`config.mk`:
```
export PLATFORM = sky130hd
export DESIGN_NAME = bus_sizing_seq
export DESIGN_NICKNAME = d
export VERILOG_FILES = /design/src/dbs_pkg.sv /design/src/bus_sizing_seq.sv /design/src/resp_buf2.sv
export SDC_FILE = /design/constraint.sdc
export NUM_CORES = 1
export LEC_CHECK = 0
export ABC_AREA = 0
export BUFFER_PORTS_ARGS = -buffer_cell sky130_fd_sc_hd__buf_2
export CORE_UTILIZATION = 45
export CTS_BUF_LIST = sky130_fd_sc_hd__clkbuf_2 sky130_fd_sc_hd__clkbuf_4 sky130_fd_sc_hd__clkbuf_8
export DETAILED_ROUTE_END_ITERATION = 10
export PLACE_DENSITY = 0.66
export SLEW_MARGIN = 20
export SYNTH_ARGS = -nofsm -noshare
export SYNTH_HDL_FRONTEND = slang
export SYNTH_SLANG_ARGS = --single-unit
```
`constraint.sdc`:
```
create_clock -name SYS_CLK -period 8.33 [get_ports SYS_CLK]
set_input_delay 0.833 -clock SYS_CLK [delete_from_list [all_inputs] [get_ports SYS_CLK]]
set_output_delay 0.833 -clock SYS_CLK [all_outputs]
set_load 0.02 [all_outputs]
```
`src/dbs_pkg.sv`:
```
package dbs_pkg;

  // external bus geometry
  localparam int ADDR_W = 24;
  localparam int DATA_W = 16;
  localparam int OPER_W = 32;
  localparam int BYTE_W = 8;

  // remaining-size codes, {hi, lo}
  localparam logic [1:0] SZ_BYTE = 2'h1;
  localparam logic [1:0] SZ_WORD = 2'h2;
  localparam logic [1:0] SZ_THREE = 2'h3;
  localparam logic [1:0] SZ_LONG = 2'h0;

  // acknowledge pin levels, {wide_n, narrow_n}
  localparam logic [1:0] ACK_WAIT = 2'h3;
  localparam logic [1:0] ACK_PORT8 = 2'h2;
  localparam logic [1:0] ACK_PORT16 = 2'h1;
  localparam logic [1:0] ACK_RSVD = 2'h0;

  // operand byte counts
  localparam logic [2:0] CNT_BYTE = 3'h1;
  localparam logic [2:0] CNT_WORD = 3'h2;
  localparam logic [2:0] CNT_LONG = 3'h4;

  // reset values
  localparam logic [2:0] REM_RST = 3'h0;
  localparam logic [ADDR_W-1:0] ADDR_RST = 24'h000000;
  localparam logic [OPER_W-1:0] OPER_RST = 32'h00000000;
  localparam logic [DATA_W-1:0] DOUT_RST = 16'h0000;

  // requested operand size, same code as the size pins
  typedef enum logic [1:0] {
    OP_BYTE = 2'h1,
    OP_WORD = 2'h2,
    OP_LONG = 2'h0
  } op_size_e;

  typedef enum logic [3:0] {
    ST_IDLE = 4'b0001,
    ST_SETUP = 4'b0010,
    ST_STROBE = 4'b0100,
    ST_RESP = 4'b1000
  } seq_state_e;

  typedef struct packed {
    logic write;
    op_size_e size;
    logic [ADDR_W-1:0] addr;
    logic [OPER_W-1:0] wdata;
  } xfer_req_s;

  typedef struct packed {
    logic [OPER_W-1:0] rdata;
    logic fault;
    logic misaligned;
  } xfer_resp_s;

endpackage

```
`src/bus_sizing_seq.sv`:
```
`timescale 1ns/1ps
`default_nettype none

module bus_sizing_seq (
  // clock and reset
  input wire logic SYS_CLK,
  input wire logic SYS_RST,
  // operand request
  input wire logic REQ_VALID,
  output logic REQ_READY,
  input wire dbs_pkg::xfer_req_s REQ,
  // operand answer
  output logic RESP_VALID,
  input wire logic RESP_READY,
  output dbs_pkg::xfer_resp_s RESP,
  // address and size
  output logic [dbs_pkg::ADDR_W-1:1] BUS_ADDR,
  output logic BYTE_OFFSET_BIT,
  output logic REMAINING_SIZE_HI,
  output logic REMAINING_SIZE_LO,
  output logic BUS_RW,
  output logic ADDR_STROBE_N,
  output logic DATA_STROBE_N,
  // data lines
  input wire logic [dbs_pkg::DATA_W-1:0] DATA_IN,
  output logic [dbs_pkg::DATA_W-1:0] DATA_OUT,
  output logic DATA_OE,
  // termination
  input wire logic PORT_ACK_WIDE_N,
  input wire logic PORT_ACK_NARROW_N,
  input wire logic BUS_FAULT_IN_N
);

  dbs_pkg::seq_state_e state_r, state_nxt;
  logic [2:0] rem_r;
  logic [dbs_pkg::ADDR_W-1:0] addr_r;
  logic [dbs_pkg::OPER_W-1:0] wsh_r;
  logic [dbs_pkg::OPER_W-1:0] rd_r;
  logic [dbs_pkg::DATA_W-1:0] dout_r;
  logic write_r;
  logic fault_r;
  logic misal_r;

  // request decode
  wire req_take = REQ_VALID & (state_r == dbs_pkg::ST_IDLE);
  wire req_misal = (REQ.size != dbs_pkg::OP_BYTE) & REQ.addr[0];
  wire [2:0] req_cnt = (REQ.size == dbs_pkg::OP_LONG) ? dbs_pkg::CNT_LONG :
                       (REQ.size == dbs_pkg::OP_WORD) ? dbs_pkg::CNT_WORD :
                       dbs_pkg::CNT_BYTE;
  // operand left-justified so byte 0 always sits at the top
  wire [dbs_pkg::OPER_W-1:0] req_wsh =
    (REQ.size == dbs_pkg::OP_LONG) ? REQ.wdata :
    (REQ.size == dbs_pkg::OP_WORD) ? {REQ.wdata[15:0], 16'h0000} :
    {REQ.wdata[7:0], 24'h000000};

  // termination decode, sampled only while strobing
  wire in_strobe = (state_r == dbs_pkg::ST_STROBE);
  wire [1:0] ack_code = {PORT_ACK_WIDE_N, PORT_ACK_NARROW_N};
  // reserved code is treated as a failed access rather than hanging
  wire fault_seen = in_strobe &
    (~BUS_FAULT_IN_N | (ack_code == dbs_pkg::ACK_RSVD));
  wire ack16 = in_strobe & BUS_FAULT_IN_N &
    (ack_code == dbs_pkg::ACK_PORT16);
  wire ack8 = in_strobe & BUS_FAULT_IN_N &
    (ack_code == dbs_pkg::ACK_PORT8);
  wire cycle_end = ack16 | ack8 | fault_seen;

  // lane routing and acceptance
  wire odd = addr_r[0];
  wire two_lane = ~odd & (rem_r >= dbs_pkg::CNT_WORD);
  wire [2:0] take_n = (ack16 & two_lane) ? dbs_pkg::CNT_WORD :
                      dbs_pkg::CNT_BYTE;
  wire [2:0] rem_after = 3'(rem_r - take_n);
  wire [7:0] op_b0 = wsh_r[31:24];
  wire [7:0] op_b1 = wsh_r[23:16];
  // unused lane carries a copy so all sixteen lines stay driven
  wire [dbs_pkg::DATA_W-1:0] lanes = two_lane ? {op_b0, op_b1} :
                                     {op_b0, op_b0};
  wire [7:0] rd_byte = (ack16 & odd) ? DATA_IN[7:0] :
                       DATA_IN[15:8];

  // outputs
  assign REQ_READY = (state_r == dbs_pkg::ST_IDLE);
  assign BUS_ADDR = addr_r[dbs_pkg::ADDR_W-1:1];
  assign BYTE_OFFSET_BIT = addr_r[0];
  // count 4,3,2,1 maps straight onto codes 00,11,10,01
  assign {REMAINING_SIZE_HI, REMAINING_SIZE_LO} = rem_r[1:0];
  assign BUS_RW = ~write_r;
  assign ADDR_STROBE_N = ~in_strobe;
  assign DATA_STROBE_N = ~in_strobe;
  assign DATA_OUT = dout_r;
  assign DATA_OE = write_r & in_strobe;

  wire resp_ready;
  wire resp_push = (state_r == dbs_pkg::ST_RESP);
  dbs_pkg::xfer_resp_s resp_word;
  assign resp_word = '{rdata: rd_r, fault: fault_r, misaligned: misal_r};

  always_comb begin
    state_nxt = state_r;
    case (state_r)
      dbs_pkg::ST_IDLE: begin
        if (REQ_VALID) begin
          state_nxt = req_misal ? dbs_pkg::ST_RESP :
                      dbs_pkg::ST_SETUP;
        end
      end
      dbs_pkg::ST_SETUP: begin
        state_nxt = dbs_pkg::ST_STROBE;
      end
      dbs_pkg::ST_STROBE: begin
        if (fault_seen) begin
          state_nxt = dbs_pkg::ST_RESP;
        end else if (cycle_end) begin
          state_nxt = (rem_after == 3'h0) ? dbs_pkg::ST_RESP :
                      dbs_pkg::ST_SETUP;
        end
      end
      dbs_pkg::ST_RESP: begin
        if (resp_ready) state_nxt = dbs_pkg::ST_IDLE;
      end
      default: state_nxt = dbs_pkg::ST_IDLE;
    endcase
  end

  always_ff @(posedge SYS_CLK or posedge SYS_RST) begin
    if (SYS_RST) begin
      state_r <= dbs_pkg::ST_IDLE;
      rem_r <= dbs_pkg::REM_RST;
      addr_r <= dbs_pkg::ADDR_RST;
      wsh_r <= dbs_pkg::OPER_RST;
      rd_r <= dbs_pkg::OPER_RST;
      dout_r <= dbs_pkg::DOUT_RST;
      write_r <= 1'b0;
      fault_r <= 1'b0;
      misal_r <= 1'b0;
    end else begin
      state_r <= state_nxt;
      if (req_take) begin
        rem_r <= req_cnt;
        addr_r <= REQ.addr;
        wsh_r <= req_wsh;
        rd_r <= dbs_pkg::OPER_RST;
        write_r <= REQ.write;
        fault_r <= 1'b0;
        misal_r <= req_misal;
      end
      if (state_r == dbs_pkg::ST_SETUP) dout_r <= lanes;
      if (fault_seen) fault_r <= 1'b1;
      if (ack16 | ack8) begin
        rem_r <= rem_after;
        addr_r <= dbs_pkg::ADDR_W'(addr_r + {21'h0, take_n});
        wsh_r <= (take_n == dbs_pkg::CNT_WORD) ? {wsh_r[15:0], 16'h0000} :
                 {wsh_r[23:0], 8'h00};
        rd_r <= (take_n == dbs_pkg::CNT_WORD) ? {rd_r[15:0], DATA_IN} :
                {rd_r[23:0], rd_byte};
      end
    end
  end

  // answers queue here so a stalled consumer only holds the sequencer
  resp_buf2 #(
    .WIDTH($bits(dbs_pkg::xfer_resp_s))
  ) u_resp_buf (
    .clk(SYS_CLK),
    .rst(SYS_RST),
    .in_valid(resp_push),
    .in_ready(resp_ready),
    .in_data(resp_word),
    .out_valid(RESP_VALID),
    .out_ready(RESP_READY),
    .out_data(RESP)
  );

  wire [1:0] size_pins = {REMAINING_SIZE_HI, REMAINING_SIZE_LO};

  property p_long_start;
    @(posedge SYS_CLK) disable iff (SYS_RST)
    (req_take && REQ.size == dbs_pkg::OP_LONG && !req_misal)
      |=> (size_pins == dbs_pkg::SZ_LONG && !BYTE_OFFSET_BIT)
          ##1 !ADDR_STROBE_N;
  endproperty
  a_long_start: assert property (p_long_start)
    else $error("long operand did not start with size code four");

  property p_three_odd;
    @(posedge SYS_CLK) disable iff (SYS_RST)
    (!ADDR_STROBE_N && size_pins == dbs_pkg::SZ_THREE) |-> BYTE_OFFSET_BIT;
  endproperty
  a_three_odd: assert property (p_three_odd)
    else $error("three-byte size seen outside a long word split");

  property p_misal;
    @(posedge SYS_CLK) disable iff (SYS_RST)
    (req_take && req_misal)
      |=> (state_r == dbs_pkg::ST_RESP && ADDR_STROBE_N && misal_r);
  endproperty
  a_misal: assert property (p_misal)
    else $error("misaligned operand ran a bus cycle");

  property p_wide_two;
    @(posedge SYS_CLK) disable iff (SYS_RST)
    (ack16 && two_lane)
      |=> (rem_r == 3'($past(rem_r) - 3'h2)
           && addr_r == dbs_pkg::ADDR_W'($past(addr_r) + 24'h2));
  endproperty
  a_wide_two: assert property (p_wide_two)
    else $error("16-bit acknowledge did not retire two bytes");

  property p_narrow_one;
    @(posedge SYS_CLK) disable iff (SYS_RST)
    ack8 |=> (rem_r == 3'($past(rem_r) - 3'h1)
              && addr_r == dbs_pkg::ADDR_W'($past(addr_r) + 24'h1));
  endproperty
  a_narrow_one: assert property (p_narrow_one)
    else $error("8-bit acknowledge did not retire one byte");

  property p_wait;
    @(posedge SYS_CLK) disable iff (SYS_RST)
    (in_strobe && BUS_FAULT_IN_N && ack_code == dbs_pkg::ACK_WAIT)
      |=> (in_strobe && $stable(rem_r) && $stable(addr_r));
  endproperty
  a_wait: assert property (p_wait)
    else $error("cycle ended without an acknowledge");

  property p_rd_low;
    @(posedge SYS_CLK) disable iff (SYS_RST)
    (ack16 && odd && !write_r) |=> rd_r[7:0] == $past(DATA_IN[7:0]);
  endproperty
  a_rd_low: assert property (p_rd_low)
    else $error("odd byte from 16-bit port not taken from lower lane");

  property p_rd_high;
    @(posedge SYS_CLK) disable iff (SYS_RST)
    (ack8 && !write_r) |=> rd_r[7:0] == $past(DATA_IN[15:8]);
  endproperty
  a_rd_high: assert property (p_rd_high)
    else $error("byte from 8-bit port not taken from upper lane");

  property p_wr_drive;
    @(posedge SYS_CLK) disable iff (SYS_RST)
    (state_r == dbs_pkg::ST_SETUP && write_r)
      |=> (DATA_OE && DATA_OUT[15:8] == $past(op_b0));
  endproperty
  a_wr_drive: assert property (p_wr_drive)
    else $error("write cycle did not drive byte zero on upper lane");

  property p_fault;
    @(posedge SYS_CLK) disable iff (SYS_RST)
    fault_seen |=> (state_r == dbs_pkg::ST_RESP && fault_r);
  endproperty
  a_fault: assert property (p_fault)
    else $error("bus fault did not end the transfer");

  property p_cov_long8;
    @(posedge SYS_CLK) disable iff (SYS_RST)
    (ack8 && rem_r == dbs_pkg::CNT_LONG) ##[2:20] (ack8 && rem_r == 3'h1);
  endproperty
  c_long8: cover property (p_cov_long8);

  property p_cov_long16;
    @(posedge SYS_CLK) disable iff (SYS_RST)
    (ack16 && rem_r == dbs_pkg::CNT_LONG) ##[2:20] (ack16 && rem_r == 3'h2);
  endproperty
  c_long16: cover property (p_cov_long16);

  property p_cov_stall;
    @(posedge SYS_CLK) disable iff (SYS_RST)
    (resp_push && !resp_ready);
  endproperty
  c_stall: cover property (p_cov_stall);

endmodule

`default_nettype wire

```
`src/resp_buf2.sv`:
```
`timescale 1ns/1ps
`default_nettype none

module resp_buf2 #(
  parameter int WIDTH = 34
) (
  // clock and reset
  input wire logic clk,
  input wire logic rst,
  // fill side
  input wire logic in_valid,
  output logic in_ready,
  input wire logic [WIDTH-1:0] in_data,
  // drain side
  output logic out_valid,
  input wire logic out_ready,
  output logic [WIDTH-1:0] out_data
);

  generate
    if (WIDTH < 1) begin : g_bad
      $error("resp_buf2 needs WIDTH of at least one");
    end
  endgenerate

  logic [WIDTH-1:0] mem_r [2];
  logic wp_r;
  logic rp_r;
  logic [1:0] cnt_r;
  wire push = in_valid & in_ready;
  wire pop = out_valid & out_ready;

  assign in_ready = (cnt_r != 2'h2);
  assign out_valid = (cnt_r != 2'h0);
  assign out_data = mem_r[rp_r];

  genvar g;
  generate
    for (g = 0; g < 2; g++) begin : g_ent
      always_ff @(posedge clk or posedge rst) begin
        if (rst) begin
          mem_r[g] <= '0;
        end else if (push && wp_r == 1'(g)) begin
          mem_r[g] <= in_data;
        end
      end
    end
  endgenerate

  always_ff @(posedge clk or posedge rst) begin
    if (rst) begin
      wp_r <= 1'b0;
      rp_r <= 1'b0;
      cnt_r <= 2'h0;
    end else begin
      if (push) wp_r <= ~wp_r;
      if (pop) rp_r <= ~rp_r;
      cnt_r <= 2'(cnt_r + {1'b0, push} - {1'b0, pop});
    end
  end

endmodule

`default_nettype wire

```
==> results of run 1 <==
metrics by stage:
step | setup slack (ns) | instances
after floorplan | 2.44 | 876
after global placement | 4.20 | 1266
after detailed placement | 4.21 | 1266
after CTS | 4.48 | 1298
after global routing | 4.14 | 1299
final | 4.47 | 1299
logic make-up after synthesis:
kind of cell,Yosys count,share of synthesized area
simple gates,260,0.127
flops,186,0.505
compound gates,185,0.129
mux,162,0.191
buf+inv,69,0.0324
xor+xnor,9,0.00854
fa+ha+maj,5,0.00759
critical path, cell delays in order, from the launching register on:
cell and delay, ns:
dfrtp_1 0.47, nor4b_4 0.35, inv_2 0.14, nor2_2 0.30, nand2_4 0.22, inv_2 0.49, ha_1 0.30, a21oi_1 0.08
nor4_1 0.62, nand2_1 0.31, or3_1 0.37, a21oi_1 0.13
layout make-up:
cell class | instances | area share
Sequential cell | 186 | 0.435
Multi-Input combinational cell | 621 | 0.402
Timing Repair Buffer | 176 | 0.0866
Tap cell | 270 | 0.0316
Clock buffer | 19 | 0.0239
Clock inverter | 13 | 0.0157
Inverter | 14 | 0.00538
state kept, by name (all words and copies together), names as in the netlist:
name and flops:
u_resp_buf.mem_r 68, write_r 1, u_resp_buf.cnt_r 2, rem_r 3
fault_r 1, wsh_r 32, state_r 4, misal_r 1
u_resp_buf.rp_r 1, addr_r 24, u_resp_buf.wp_r 1, DATA_OUT 16
rd_r 32
worst paths after layout:
kind	start	end	slack (ns)	cells past startpoint
min reg2reg	u_resp_buf.cnt_r[1]	u_resp_buf.cnt_r[1]	0.49	1
max in group asynchronous	SYS_RST	rd_r[0]	6.80	4
max reg2reg	state_r[1]	addr_r[16]	4.47	11
max	state_r[1]	addr_r[16]	4.47	11
min in group SYS_CLK	u_resp_buf.cnt_r[1]	u_resp_buf.cnt_r[1]	0.49	1
min	SYS_RST	u_resp_buf.mem_r[29]	0.40	2
layer usage:
metal	up-vias	global-route usage
li1	3426	-
met1	3469	0.315
met2	202	0.342
met3	17	0.0475
met4	0	0.0542
met5	-	0
power groups by stage:
| stage | combinational [mW] | sequential [mW] | clock (mW) |
|---|---|---|---|
| finish | 1.08 | 1.33 | 0.637 |
| global route | 1.19 | 1.36 | 0.691 |
| CTS | 1.09 | 1.32 | 0.655 |
| detailed placement | 1.08 | 1.34 | 0 |
| global placement | 1.07 | 1.34 | 0 |
| floorplan | 0.666 | 1.40 | 0 |
cells in the mapped netlist (3+ instances only):
cell / number / area, um^2
and3_1: 3 / 18.8
nand4_1: 8 / 50.1
nor2_1: 49 / 184
o21ai_0: 55 / 275
a211oi_1: 4 / 30.0
nor4_1: 3 / 18.8
o211ai_1: 5 / 37.5
nand2_1: 127 / 477
mux2_2: 110 / 1240
a22o_1: 8 / 70.1
o22ai_1: 7 / 43.8
clkbuf_1: 36 / 135
buf_2: 8 / 40.0
and2_1: 6 / 37.5
buf_1: 5 / 18.8
a221oi_1: 9 / 78.8
o21bai_1: 3 / 22.5
mux2i_1: 52 / 521
xnor2_1: 6 / 52.6
buf_4: 4 / 30.0
ha_1: 4 / 50.1
dfrtp_1: 185 / 4630
a21o_1: 3 / 22.5
inv_1: 12 / 45.0
o32ai_1: 6 / 52.6
xor2_1: 3 / 26.3
o221a_2: 3 / 33.8
o311ai_0: 3 / 26.3
a21oi_1: 44 / 220
nand3_1: 30 / 150
nor2b_1: 3 / 18.8
a31oi_1: 17 / 106
o21ai_1: 3 / 15.0
nor3_1: 15 / 75.1
==> results.cfg, run 1 <==
[finish]
diodes = 0
post-route-util = 0.530
mostFrequentLayoutCell = dfrtp_1
seqCellArea_mm2 = 0.00466
final_area_mm2 = 0.0107
multi_input_area_mm2 = 0.00429
final_nets = 1103
area_growth_pct = 15.9
final_cell_mix = 185 x dfrtp_1, 163 x buf_2, 127 x nand2_1
drive_gt1_frac = 0.329
final.fill_count = 1842

[power_and_ir_drop]
power_frac_seq = 0.436
power.leakage_nw = 5.14
peakVddDrop_v = 0.000258
p_clk_frac = 0.210
p_int_mw = 1.83
switchingPower_mw = 1.21
power_density_mw_per_mm2 = 284
p_sw_frac = 0.397
pwr-share-comb = 0.354
p_total_mw = 3.04

[global_routing]
grt_first_pass_wirelength_mm = 36.8
grt_max_degree = 79
track_usage = 0.221
gr-total-overflow = 0
antenna_found_initial = 0
grt_pass1_vias = 6845

[clock_tree]
cts_tree = done
cts-root-buf = clkbuf_8
clkSlewWorstSetupHoldPaths_ns = 0.09
cts-htree-levels = 4
clock_latency_ns = 0.47
cts.repair.resized = 0
cts_setup_buffers = 0
cts_hold_buffers = 0
cts.sinks = 186
clockBufferDepth = 2
cts-buffers-inserted = 17

[sta]
tns_ns = 0
period_share = 0.463
max_freq_ghz = 0.259
rsz0062_at_grt = no
worst_pin_slew_ns = 1.05
hold_ws_ns = 0.402
finalSetupViolations = 0
relSlewSlack = 0.300
min_period_ns = 3.86
hold_violations = 0
clock_skew_ns = 0.0141
finalMaxSlewViolations = 0

[route]
wl_met3_mm = 1.25
top_layer = met4
drc = 0
first_pass_iters = 5
drt_iter0_markers = 467
wl_per_cell_um = 17.2
route.met2.wl_mm = 10.3
viasPerCell = 5.48
num_vias = 7114
wl_met1_mm = 10.5
routed_wl_mm = 22.3
ant_nets = 0

[floorplanning]
coreArea_mm2 = 0.0202
io_pins = 164
rows = 52
die_w_um = 145
start_util = 0.458
die_area_mm2 = 0.0211
die_h_um = 145

[critical_path]
criticalPathCategory = flip-flop to flip-flop
arrival_ns = 4.25
cp-end-kind = flip-flop
path_max_fanout = 21
worstPathRequired_ns = 8.72
critPathLaunchType = flip-flop

[logic_synthesis]
synth-main-ff-cell = dfrtp_1
synth_edf_count = 0
syn_nets = 963
ys_seq_area_frac = 0.505
synth.distinct_cells = 61
ys_ff_latch = 186
synth_warnings = 0
synthCells = 876
syn_area_per_cell_um2 = 10.5
synthArstFlopShare = 1.00
synth_area_mm2 = 0.00923

[place]
dpl.hpwl_mm = 15.4
place_congestion = 0.812
placed_cell_area_mm2 = 0.0103
io_buffers = 163

[min_path]
hp-class = primary input to asynchronous set/reset pin

[run]
maxCapViolCount = 0

[status]
status = completed
No activity file was read; power rests on OpenSTA's default activity.
==> run 2: changes to the inputs <==
- clock period: 8.33 -> 3.61 ns (I/O delays scaled with it)
==> run 2 against run 1 <==
Effect of this change:
- sequential cell count unchanged
- combinational power increased by 130%
- critical path depth unchanged
- critical endpoint unchanged
- largest power group unchanged
==> results.cfg, run 2 (same netlist as run 1, synthesis figures left out) <==
[finish]
largest_reg_flops = 68
area_growth_pct = 16.5
drive_gt1_frac = 0.336
mostFrequentLayoutCell = dfrtp_1
top_regs = u_resp_buf.mem_r x68, rd_r x32, wsh_r x32
diodes = 0
top_register = u_resp_buf.mem_r
final_cell_mix = 185 x dfrtp_1, 163 x buf_2, 127 x nand2_1
final_nets = 1113

[sta]
rsz0062_at_grt = no
finalWorstSetupSlack_ns = 0.419
finalMaxSlewViolations = 0
worst_pin_slew_ns = 1.07
min_period_ns = 3.19
tns_ns = 0
relSlewSlack = 0.285
hold_violations = 0
period_share = 0.884
finalSetupViolations = 0
clock_skew_ns = 0.0214
max_freq_ghz = 0.313

[global_routing]
grt_first_pass_wirelength_mm = 37.6
track_usage = 0.225
antenna_found_initial = 0
gr-total-overflow = 0
grt_max_degree = 187
grt_pass1_vias = 7016

[clock_tree]
cts_setup_buffers = 0
clockBufferDepth = 2
cts_tree = done
cts-htree-levels = 4
cts.repair.resized = 0
cts_hold_buffers = 0
clock_latency_ns = 0.49
clkSlewWorstSetupHoldPaths_ns = 0.11
cts-buffers-inserted = 17
cts-root-buf = clkbuf_8
cts.sinks = 186

[floorplanning]
start_util = 0.458
io_pins = 164
coreArea_mm2 = 0.0202
die_w_um = 145
die_area_mm2 = 0.0211
rows = 52
die_h_um = 145

[power_and_ir_drop]
power_density_mw_per_mm2 = 648
power.leakage_nw = 5.18
peakVddDrop_v = 0.000799

[route]
routed_wl_mm = 23.0
drc = 0
wl_per_cell_um = 17.5
first_pass_iters = 5
drt_iter0_markers = 602
num_vias = 7263
viasPerCell = 5.55
ant_nets = 0

[critical_path]
criticalPathCategory = flip-flop to flip-flop
cpLargestDelayFamily = simple AND/OR/NAND/NOR gates
cp_slowest_cell = nor4_1
cp-startpoint = state_r[1]
crit_buf_inv = 2
r2r-start = state_r[1]
endpoint = addr_r[16]
path_max_fanout = 10
rr_endpoint = addr_r[16]
critical_path.max_stage_delay_ns = 0.55
cp-end-kind = flip-flop
arrival_ns = 3.60
rr_worst_depth = 11
crit_chain = nor4b_4, inv_2, nor2_2, nand2_4, inv_2, ha_1, a21oi_1, nor4_1, nand2_1, or3_1, a21oi_1
rrSetupSlack_ns = 0.42
worstPathRequired_ns = 4.02
critPathLaunchType = flip-flop
worst-path-stages = 11

[run]
maxCapViolCount = 0

[status]
status = completed

[place]
dpl.hpwl_mm = 15.7
io_buffers = 163
pre_cts_ws_ns = 0.496
place_congestion = 0.855

[min_path]
hp-class = primary input to flip-flop
-- run 2: final cells by class --
cell class / count / area (um^2)
well taps: 270 / 338
multi-input cells: 621 / 4290
clock buffers: 19 / 255
inverters: 14 / 56.3
repair buffers: 186 / 1030
clock inverters: 13 / 116
flip-flops and latches: 186 / 4660
fillers: 1848 / 9420
-- run 2: worst reg2reg max path: cells and delay by family (launching register included) --
kind            cells  cell delay, ns
compound gates      2            0.23
flops               1            0.47
simple gates        6            1.97
buf+inv             2            0.26
fa+ha+maj           1            0.20
-- run 2: power by group --
part           switching (mW)  total, mW  leakage (nW)  internal [mW]
registers               0.533       3.09          2.44           2.56
clock network           0.784       1.36         0.186          0.574
logic                    1.52       2.51          2.56          0.992
-- run 2: metrics by stage --
stage                     area [um^2]  cells  hold WS (ns)   util  total power [mW]
final                           10700   1309        0.0709  0.533              6.97
after floorplan                  9230    876         0.459      -              4.78
after global routing            10700   1309        0.0642  0.533              7.41
after global placement          10400   1276         0.482  0.514              5.59
after CTS                       10700   1308        0.0515  0.532              7.00
after detailed placement        10400   1276         0.488  0.514              5.64
-- run 2: worst min-delay path by stage --
stage                               startpoint  cells past startpoint  slack [ns]                    to
after global placement    u_resp_buf.mem_r[27]                      1        0.48  u_resp_buf.mem_r[27]
final                                  REQ[35]                      2        0.07             addr_r[3]
after CTS                              REQ[35]                      2        0.05             addr_r[3]
after floorplan            u_resp_buf.cnt_r[1]                      1        0.46   u_resp_buf.cnt_r[1]
after detailed placement  u_resp_buf.mem_r[25]                      1        0.49  u_resp_buf.mem_r[25]
after global routing                   REQ[35]                      2        0.06             addr_r[3]
-- run 2: layer usage --
layer  vias to the layer above  track usage  share of wire  routed length [um]
li1                       3447            -              -                   -
met1                      3547        0.318           0.46               10600
met2                       250        0.349           0.47               10700
met3                        19       0.0450          0.059                1350
met4                         0       0.0653          0.013                 295
met5                         -            0              0                   0
